### config.mk
export PLATFORM = sky130hd
export DESIGN_NAME = led_driver_control_data_latch
export DESIGN_NICKNAME = d
export VERILOG_FILES = /design/src/core/led_latch_pkg.sv /design/src/core/latch_pulse_timer.sv /design/src/core/led_driver_control_data_latch.sv
export SDC_FILE = /design/constraint.sdc
export NUM_CORES = 1
export LEC_CHECK = 0
export ABC_AREA = 1
export BUFFER_PORTS_ARGS = -buffer_cell sky130_fd_sc_hd__buf_2
export CORE_MARGIN = 1.5
export CORE_UTILIZATION = 45
export CTS_CLUSTER_DIAMETER = 200
export DETAILED_ROUTE_END_ITERATION = 8
export PLACE_DENSITY = 0.66
export SLEW_MARGIN = 20
export SYNTH_ARGS = -nofsm -noshare
export SYNTH_HDL_FRONTEND = slang
export SYNTH_SLANG_ARGS = --single-unit
### constraint.sdc
create_clock -name ref_clk_in -period 15.2 [get_ports ref_clk_in]
set_input_delay 2.28 -clock ref_clk_in [delete_from_list [all_inputs] [get_ports ref_clk_in]]
set_output_delay 2.28 -clock ref_clk_in [all_outputs]
set_load 0.005 [all_outputs]
### src/core/led_latch_pkg.sv
package led_latch_pkg;

    // Shift register and data latch geometry
    localparam int SHIFT_BITS = 224;
    localparam int LATCH_BITS = 218;
    localparam int CMD_BITS = 6;
    localparam logic [5:0] WRITE_CMD = 6'h25;

    // Latch field positions
    localparam int GRAY_BITS = 16;
    localparam int BRIGHT_BITS = 7;
    localparam int TRIPLETS = 4;
    localparam int GRAY_RED_0_LSB = 0;
    localparam int GRAY_GREEN_0_LSB = 16;
    localparam int GRAY_BLUE_0_LSB = 32;
    localparam int TRIPLET_STRIDE = 48;
    localparam int BRIGHT_RED_LSB = 192;
    localparam int BRIGHT_GREEN_LSB = 199;
    localparam int BRIGHT_BLUE_LSB = 206;
    localparam int BLANK_BIT = 213;
    localparam int REPEAT_BIT = 214;
    localparam int TIMING_RESET_BIT = 215;
    localparam int SERIAL_GS_CLOCK_BIT = 216;
    localparam int RISING_EDGE_BIT = 217;
    localparam logic BLANK_RESET = 1'b1;

    // Idle time before the latch pulse, as a multiple of the last edge interval
    localparam int IDLE_MULT_SHIFT = 3;

    // Register map (byte addresses)
    localparam logic [7:0] CTRL_ADDR = 8'h00;
    localparam logic [7:0] STATUS_ADDR = 8'h04;
    localparam logic [7:0] LATCH_WIN_ADDR = 8'h40;
    localparam int LATCH_WORDS = 7;
    localparam logic CTRL_SERIAL_EN_RESET = 1'b1;
    localparam int CTRL_SERIAL_EN_BIT = 0;
    localparam int STATUS_BLANK_BIT = 0;
    localparam int STATUS_PREFIX_BIT = 1;
    localparam int STATUS_COUNT_LSB = 8;
    localparam logic [7:0] LOAD_COUNT_RESET = 8'h00;

    typedef struct packed {
        logic [GRAY_BITS-1:0] blue;
        logic [GRAY_BITS-1:0] green;
        logic [GRAY_BITS-1:0] red;
    } gray_triplet_t;

    typedef struct packed {
        logic [BRIGHT_BITS-1:0] blue;
        logic [BRIGHT_BITS-1:0] green;
        logic [BRIGHT_BITS-1:0] red;
    } bright_group_t;

    typedef struct packed {
        logic rising_edge_timing;
        logic serial_gs_clock;
        logic timing_reset;
        logic repeat_enable;
        logic outputs_blank;
    } function_control_t;

endpackage

### src/core/latch_pulse_timer.sv
module latch_pulse_timer
    import led_latch_pkg::*;
#(
    parameter int CNT_W = 16
) (
    input wire logic ref_clk_in,
    input wire logic rst_in,
    input wire logic edge_in,
    output logic fire_out
);
    logic [CNT_W-1:0] since;
    logic [CNT_W-1:0] interval;
    logic armed;
    logic [CNT_W+IDLE_MULT_SHIFT-1:0] target;

    assign target = {interval, {IDLE_MULT_SHIFT{1'b0}}};
    // Gap longer than the counter range saturates and never fires; size CNT_W to the link
    assign fire_out = armed && !edge_in && (interval != '0) &&
                      ({{IDLE_MULT_SHIFT{1'b0}}, since} == target);

    always_ff @(posedge ref_clk_in or posedge rst_in) begin
        if (rst_in) begin
            since <= '0;
        end else if (edge_in) begin
            since <= {{(CNT_W-1){1'b0}}, 1'b1};
        end else if (since != '0 && since != '1) begin
            since <= since + 1'b1;
        end
    end

    always_ff @(posedge ref_clk_in or posedge rst_in) begin
        if (rst_in) begin
            interval <= '0;
            armed <= 1'b0;
        end else if (edge_in) begin
            interval <= since;
            armed <= 1'b1;
        end else if (fire_out) begin
            armed <= 1'b0;
        end
    end
endmodule // latch_pulse_timer

### src/core/led_driver_control_data_latch.sv
// Added by the designer: the Wishbone interface to the registers and the register offsets.
module led_driver_control_data_latch
    import led_latch_pkg::*;
#(
    parameter int CNT_W = 16
) (
    input wire logic ref_clk_in,
    input wire logic rst_in,
    input wire logic serial_clock_in,
    input wire logic serial_data_in,
    output logic serial_data_out,
    input wire logic wb_cyc_in,
    input wire logic wb_stb_in,
    input wire logic wb_we_in,
    input wire logic [7:0] wb_adr_in,
    input wire logic [3:0] wb_sel_in,
    input wire logic [31:0] wb_dat_in,
    output logic [31:0] wb_dat_out,
    output logic wb_ack_out,
    output gray_triplet_t [TRIPLETS-1:0] grayscale_out,
    output bright_group_t brightness_control_out,
    output function_control_t function_control_out,
    output logic channels_off_out,
    output logic pwm_reset_out,
    output logic latch_pulse_out
);
    logic [SHIFT_BITS-1:0] shift;
    logic [LATCH_BITS-1:0] latch;
    logic [BLANK_BIT-1:0] latch_low;
    logic [LATCH_BITS-1:BLANK_BIT+1] latch_high;
    logic blank_flag;
    logic clock_prev;
    logic serial_edge;
    logic idle_fire;
    logic prefix_ok;
    logic latch_pulse;
    logic serial_en;
    logic [7:0] load_count;
    logic [31:0] next_rdata;

    function automatic logic [31:0] latch_word(input logic [LATCH_BITS-1:0] l,
                                               input int idx);
        logic [LATCH_WORDS*32-1:0] wide;
        wide = '0;
        wide[LATCH_BITS-1:0] = l;
        return wide[idx*32 +: 32];
    endfunction

    // Serial side: the input is already synchronous, one flop finds the rising edge
    always_ff @(posedge ref_clk_in or posedge rst_in) begin
        if (rst_in) begin
            clock_prev <= 1'b0;
        end else begin
            clock_prev <= serial_clock_in;
        end
    end

    assign serial_edge = serial_en && serial_clock_in && !clock_prev;

    // Shift register has no defined power-up contents
    always_ff @(posedge ref_clk_in) begin
        if (serial_edge) begin
            shift <= {shift[SHIFT_BITS-2:0], serial_data_in};
        end
    end

    assign serial_data_out = shift[SHIFT_BITS-1];

    latch_pulse_timer #(
        .CNT_W(CNT_W)
    ) u_timer (
        .ref_clk_in(ref_clk_in),
        .rst_in(rst_in),
        .edge_in(serial_edge),
        .fire_out(idle_fire)
    );

    assign prefix_ok = (shift[SHIFT_BITS-1 -: CMD_BITS] == WRITE_CMD);
    assign latch_pulse = idle_fire && prefix_ok;
    assign latch_pulse_out = latch_pulse;

    // Data bits carry no reset, only the blank flag does; kept apart so each has one driver
    always_ff @(posedge ref_clk_in) begin
        if (latch_pulse) begin
            latch_low <= shift[BLANK_BIT-1:0];
            latch_high <= shift[LATCH_BITS-1:BLANK_BIT+1];
        end
    end

    always_ff @(posedge ref_clk_in or posedge rst_in) begin
        if (rst_in) begin
            blank_flag <= BLANK_RESET;
        end else if (latch_pulse) begin
            blank_flag <= shift[BLANK_BIT];
        end
    end

    assign latch = {latch_high, blank_flag, latch_low};

    // Field decode
    for (genvar t = 0; t < TRIPLETS; t++) begin : g_triplet
        assign grayscale_out[t].red =
            latch[GRAY_RED_0_LSB + t*TRIPLET_STRIDE +: GRAY_BITS];
        assign grayscale_out[t].green =
            latch[GRAY_GREEN_0_LSB + t*TRIPLET_STRIDE +: GRAY_BITS];
        assign grayscale_out[t].blue =
            latch[GRAY_BLUE_0_LSB + t*TRIPLET_STRIDE +: GRAY_BITS];
    end

    assign brightness_control_out.red = latch[BRIGHT_RED_LSB +: BRIGHT_BITS];
    assign brightness_control_out.green = latch[BRIGHT_GREEN_LSB +: BRIGHT_BITS];
    assign brightness_control_out.blue = latch[BRIGHT_BLUE_LSB +: BRIGHT_BITS];
    assign function_control_out.outputs_blank = latch[BLANK_BIT];
    assign function_control_out.repeat_enable = latch[REPEAT_BIT];
    assign function_control_out.timing_reset = latch[TIMING_RESET_BIT];
    assign function_control_out.serial_gs_clock = latch[SERIAL_GS_CLOCK_BIT];
    assign function_control_out.rising_edge_timing = latch[RISING_EDGE_BIT];

    // PWM logic downstream clears its counter and timing while these are high
    assign channels_off_out = latch[BLANK_BIT];
    assign pwm_reset_out = latch[BLANK_BIT];

    // Wishbone slave: answer one cycle after the request, drop ack the cycle after
    always_ff @(posedge ref_clk_in or posedge rst_in) begin
        if (rst_in) begin
            wb_ack_out <= 1'b0;
        end else begin
            wb_ack_out <= wb_cyc_in && wb_stb_in && !wb_ack_out;
        end
    end

    // Write lands on the edge that also sees ack, where the master still holds the request
    always_ff @(posedge ref_clk_in or posedge rst_in) begin
        if (rst_in) begin
            serial_en <= CTRL_SERIAL_EN_RESET;
        end else if (wb_cyc_in && wb_stb_in && wb_we_in && wb_ack_out &&
                     wb_adr_in == CTRL_ADDR && wb_sel_in[0]) begin
            serial_en <= wb_dat_in[CTRL_SERIAL_EN_BIT];
        end
    end

    always_ff @(posedge ref_clk_in or posedge rst_in) begin
        if (rst_in) begin
            load_count <= LOAD_COUNT_RESET;
        end else if (latch_pulse) begin
            load_count <= load_count + 8'h01;
        end
    end

    always_comb begin
        next_rdata = 32'h0000_0000;
        if (wb_adr_in == CTRL_ADDR) begin
            next_rdata[CTRL_SERIAL_EN_BIT] = serial_en;
        end else if (wb_adr_in == STATUS_ADDR) begin
            next_rdata[STATUS_BLANK_BIT] = latch[BLANK_BIT];
            next_rdata[STATUS_PREFIX_BIT] = prefix_ok;
            next_rdata[STATUS_COUNT_LSB +: 8] = load_count;
        end else begin
            for (int i = 0; i < LATCH_WORDS; i++) begin
                if (wb_adr_in == LATCH_WIN_ADDR + 8'(i*4)) begin
                    next_rdata = latch_word(latch, i);
                end
            end
        end
    end

    always_ff @(posedge ref_clk_in or posedge rst_in) begin
        if (rst_in) begin
            wb_dat_out <= 32'h0000_0000;
        end else if (wb_cyc_in && wb_stb_in && !wb_ack_out) begin
            wb_dat_out <= next_rdata;
        end
    end
endmodule // led_driver_control_data_latch

==> results.toml, run 1 <==
[critical_path]
slowest_delay_ps = 330
path_cells = "buf_2, nand2_1, nor2_4, buf_4, nor2_1, and3_1, nand4_1, nor2_4, buf_2"
startpoint_type = "input port"
required_ps = 12920
path_buf_inv = 3
path_max_fanout = 61
worst-setup-path-type = "in -> out"
cp-end-kind = "output pin"
cp_top_family = "simple AND/OR/NAND/NOR gates"
arrival_ps = 3920
crit_slowest_cell = "buf_4"

[cells_and_area]
fillCellCount = 3373
nNetsFinal = 1726
insertedDiodeCount = 0
final_core_util_pct = 54.3
fin_cells = 2253
stdcell_area_um2 = 22800
syn2layout_area_growth_pct = 19.2
drive_gt1_share_pct = 23.8

[timing]
timing_hold_violations_final = 0
tightest_slew_ps = 893
holdWs_ps = 440
fin_crit_sh_pct = 40.8
setup_viol = 0
fin_ws_ps = 9000
fin_skew_ps = 28.7
rsz0062_at_grt = "false"
relSlewSlack_pct = 40.5
fin_crit_ps = 6200
slew_viol_final = 0
setup_tns_ps = 0
fmax_ghz = 0.161

[routing]
avgViaCountPerCell = 5.23
wl_per_cell_um = 21.9
drc = 0
drt_iter0_drc = 1106
via_count = 11800
drt_wl_total_um = 49400
drt_pre_antenna_iters = 5
ant_nets = 0

[global_routing]
gr-usage-all-layers_pct = 22.6
grt_max_degree = 73
antenna_found_initial = 0
grt_pass1_wl_um = 72500
overflow = 0
first_global_vias = 11600

[placement]
dp.cells = 2157
place_area_um2 = 21100
place_congestion = 0.887
place_hpwl_um = 34000
post-place-ws_ps = 8830
io_buffers = 271

[pwr]
power_per_cell_area_nw_per_um2 = 129
vdd_drop_max_uv = 106
p_leak_nw = 7.75
p_total_mw = 2.94

[logic_synthesis]
synth_top_cell_by_area = "edfxtp_1"
synthCells = 1376
synth_seq_cells = 518
avgSynthCellArea_um2 = 13.9
seq_area_frac_synth_pct = 79.3
synth_area_leaders = "edfxtp_1, dfrtp_1, nand2_1"
synth_commonest_cells = "edfxtp_1, nand2_1, nand3_1, nor2_1, dfrtp_1"
async_reset_ff_share_pct = 14.9
netlist.area_leader.share_pct = 69.3
synth_edf_count = 441
ys.flop_type = "edfxtp_1"
synthesis.nets = 1430
ys_warn_count = 0
ys_types = 40
synth.cell_area_um2 = 19100
synth.most_common_cell = "edfxtp_1"

[clock_tree]
clkTransAtPathRegs_ps = 60
post_cts_buffers = 0
htree_levels = 2
clock_latency_ps = 600
cts_buffers = 52
tritoncts = "done"
clock-root-buffer = "clkbuf_16"
cts_sinks = 518
ctsHoldBuffers = 0
ctsResizeCount = 0
ctsLongestPathBuffers = 3

[die]
die_y_um = 209
die_w_um = 209
start_util_pct = 45.6
dieArea_um2 = 43700
ioPinCount = 306
core_um2 = 41900
row_count = 75

[job]
maxCapViolations = 0

[worst_hold_path]
hold_class = "reg -> reg"

[status]
status = "completed"
[where the power goes]
group	switching, mW	internal, mW	total [mW]
clock network	0.530	0.760	1.29
logic	0.0595	0.0288	0.0882
registers	0.0238	1.53	1.56
[worst paths after layout]
check | endpoint | startpoint | slack [ps] | cells past startpoint
max | latch_pulse_out | serial_clock_in | 9000 | 9
max in group asynchronous | wb_dat_out[27] | rst_in | 12390 | 3
max reg2reg | latch_low[87] | u_timer.since[0] | 10860 | 12
min reg2reg | shift[182] | shift[181] | 440 | 0
min | shift[182] | shift[181] | 440 | 0
min in group asynchronous | wb_dat_out[8] | rst_in | 1660 | 2
[state kept, by name, summed over array words and instances (netlist names)]
register and cells:
serial_en 1, load_count 8, wb_dat_out 32, u_timer.interval 16
u_timer.since 16, channels_off_out 1, wb_ack_out 1, u_timer.armed 1
clock_prev 1, latch_low 213, shift 224, latch_high 4
[cells in the final DEF, fill, tap and decap left out, types with 5 or more instances in the layout]
cell         n
nand3_1    101
nor2_1      88
clkbuf_1    12
edfxtp_1   441
clkinv_2     9
a21oi_1     41
o21ai_0     23
nor3_1      15
inv_1       65
nand4_1     30
bufinv_16    7
buf_2      271
nand2_1    346
xor2_1       9
o21ai_1     17
or2_0        6
o31ai_1      7
clkbuf_16   53
nand2_2      8
nor2_4       5
buf_4       15
inv_2       14
clkinv_1    11
dfrtp_1     75
[kinds of logic after synthesis]
| logic type | Yosys count | share of synthesized area [%] |
|---|---|---|
| simple gates | 623 | 14.4 |
| flops | 518 | 79.3 |
| compound gates | 91 | 2.52 |
| buf+inv | 125 | 2.75 |
| xor+xnor | 15 | 0.766 |
| mux | 1 | 0.0524 |
| fa+ha+maj | 3 | 0.196 |
[layer usage]
layer	vias to the layer above	GRT usage (%)	part of all wire, %
met5	-	0	0
met4	0	7.47	3.0
met3	85	8.01	9.9
met2	494	34.7	46
met1	5769	30.0	41
li1	5425	-	-
[area by class of cell]
| type | instances | area, um2 | share of cell area [%] |
|---|---|---|---|
| clock inverters | 31 | 348 | 1.53 |
| flip-flops and latches | 518 | 15200 | 66.6 |
| inverters | 81 | 305 | 1.34 |
| clock buffers | 65 | 1370 | 6.02 |
| well taps | 539 | 674 | 2.96 |
| multi-input cells | 733 | 3450 | 15.1 |
| repair buffers | 286 | 1470 | 6.45 |
Note: power is estimated with default switching activity, not from simulation.
==> run 2, diff against run 1 <==
Settings changed: PLACE_DENSITY 0.66 to 0.68.
Clock period 15.2 ns to 5.2 ns, I/O delays scaled along.
==> run 2 against run 1 <==
  * Hold slack worse by 87 ps
  * Largest power group unchanged
  * Non-clock buffer count decreased by 4
  * Clock skew down 0.84 ps
  * Global-route usage hardly changed
  * Highest routed layer unchanged
  * Count of clock-buffer cells in the layout rose by 1
  * Die area unchanged
==> results.toml, run 2 (same netlist as run 1, synthesis figures left out) <==
[status]
status = "completed"

[cells_and_area]
syn2layout_area_growth_pct = 18.7
nNetsFinal = 1722
fin_cells = 2247
drive_gt1_share_pct = 23.9
final_core_util_pct = 54.1
seq_area_um2 = 15200
multi_input_area_um2 = 3470
largest_reg_flops = 224
final_common_cell = "edfxtp_1"
reg.largest.list = "shift x224, latch_low x213, wb_dat_out x32"
layout_common_cells = "edfxtp_1, nand2_1, buf_2, nand3_1, nor2_1"
regMostFlops = "shift"
fillCellCount = 3470
insertedDiodeCount = 0

[timing]
timing_hold_violations_final = 0
fin_crit_ps = 3350
fin_skew_ps = 27.8
setup_viol = 0
setup_tns_ps = 0
slew_viol_final = 0
tightest_slew_ps = 1160
fin_crit_sh_pct = 64.4
holdWs_ps = 352
rsz0062_at_grt = "false"
fmax_ghz = 0.299
relSlewSlack_pct = 22.4

[critical_path]
startpoint_type = "flip-flop"
path_max_fanout = 5
r2r_cells = 10
worst-setup-path-type = "reg -> out"
cp-end-kind = "output pin"
arrival_ps = 2570
r2r_slack_ps = 2180
r2r-end = "latch_low[17]"
required_ps = 4420
timing.rr.start = "u_timer.since[0]"

[placement]
place_congestion = 0.876
place_hpwl_um = 33700
dp.cells = 2153
io_buffers = 271

[clock_tree]
post_cts_buffers = 0
htree_levels = 2
ctsHoldBuffers = 0
ctsResizeCount = 0
cts_sinks = 518
clock_latency_ps = 600
ctsLongestPathBuffers = 3
tritoncts = "done"
cts_buffers = 52
clock-root-buffer = "clkbuf_16"
clkTransAtPathRegs_ps = 60

[die]
start_util_pct = 45.6
dieArea_um2 = 43700
core_um2 = 41900
ioPinCount = 306
row_count = 75
die_y_um = 209
die_w_um = 209

[global_routing]
first_global_vias = 11400
gr-usage-all-layers_pct = 22.6
grt_pass1_wl_um = 72400
antenna_found_initial = 0
overflow = 0
grt_max_degree = 167

[worst_hold_path]
holdPathStages = 1
hold_path.startpoint = "serial_data_in"
hold_end = "shift[0]"
hold_class = "in -> reg"

[routing]
drc = 0
drt_wl_total_um = 49300
avgViaCountPerCell = 5.24
wl_per_cell_um = 21.9
via_count = 11800
ant_nets = 0
drt_pre_antenna_iters = 5
drt_iter0_drc = 1099

[job]
maxCapViolations = 0

[pwr]
p_leak_nw = 7.68
vdd_drop_max_uv = 277
power_per_cell_area_nw_per_um2 = 368
run 2: critical path, cell delays in order, from the launching register on:
cell and delay (ps):
dfrtp_1 430, inv_1 110, ha_1 190, inv_1 60
nor2_1 110, nand4_1 90, nor3_1 220, and2_0 160
nand4_1 160, nor2_4 210, buf_2 230
run 2: worst max path at each step:
| stage | cells past startpoint | from | endpoint |
|---|---|---|---|
| final | 10 | u_timer.since[0] | latch_pulse_out |
| after global routing | 10 | u_timer.since[0] | latch_pulse_out |
| after CTS | 8 | serial_en | latch_pulse_out |
| after detailed placement | 9 | serial_clock_in | latch_low[26] |
| after global placement | 9 | serial_clock_in | latch_low[90] |
| after floorplan | 6 | serial_clock_in | latch_pulse_out |
run 2: per-stage QoR:
stage | setup WS (ps) | area (um2) | power, mW
2_1_floorplan | -70.4 | 19200 | 4.80
4_1_cts | 1850 | 22700 | 8.42
3_3_place_gp | 2010 | 21100 | 4.89
6_report | 1850 | 22700 | 8.35
3_5_place_dp | 2000 | 21100 | 4.89
5_1_grt | 1710 | 22700 | 8.61
run 2: power breakdown:
group	internal [mW]	switching, mW	total, mW
Clock	1.96	1.58	3.54
Sequential	4.49	0.0670	4.55
Combinational	0.0836	0.172	0.255
run 2: final cells by class:
| cell class | count | area share, % |
|---|---|---|
| clock buffer | 66 | 6.14 |
| clock inverter | 28 | 0.970 |
| multi-input combinational | 733 | 15.3 |
| tap | 539 | 2.97 |
| inverter | 81 | 1.34 |
| sequential | 518 | 66.9 |
| timing repair buffer | 282 | 6.45 |
run 2: layer usage:
layer	vias to the layer above	global-route usage (%)	part of all wire [%]
li1	5398	-	-
met1	5842	32.0	43
met2	473	33.6	45
met3	63	7.08	9.6
met4	0	6.85	2.2
met5	-	0	0
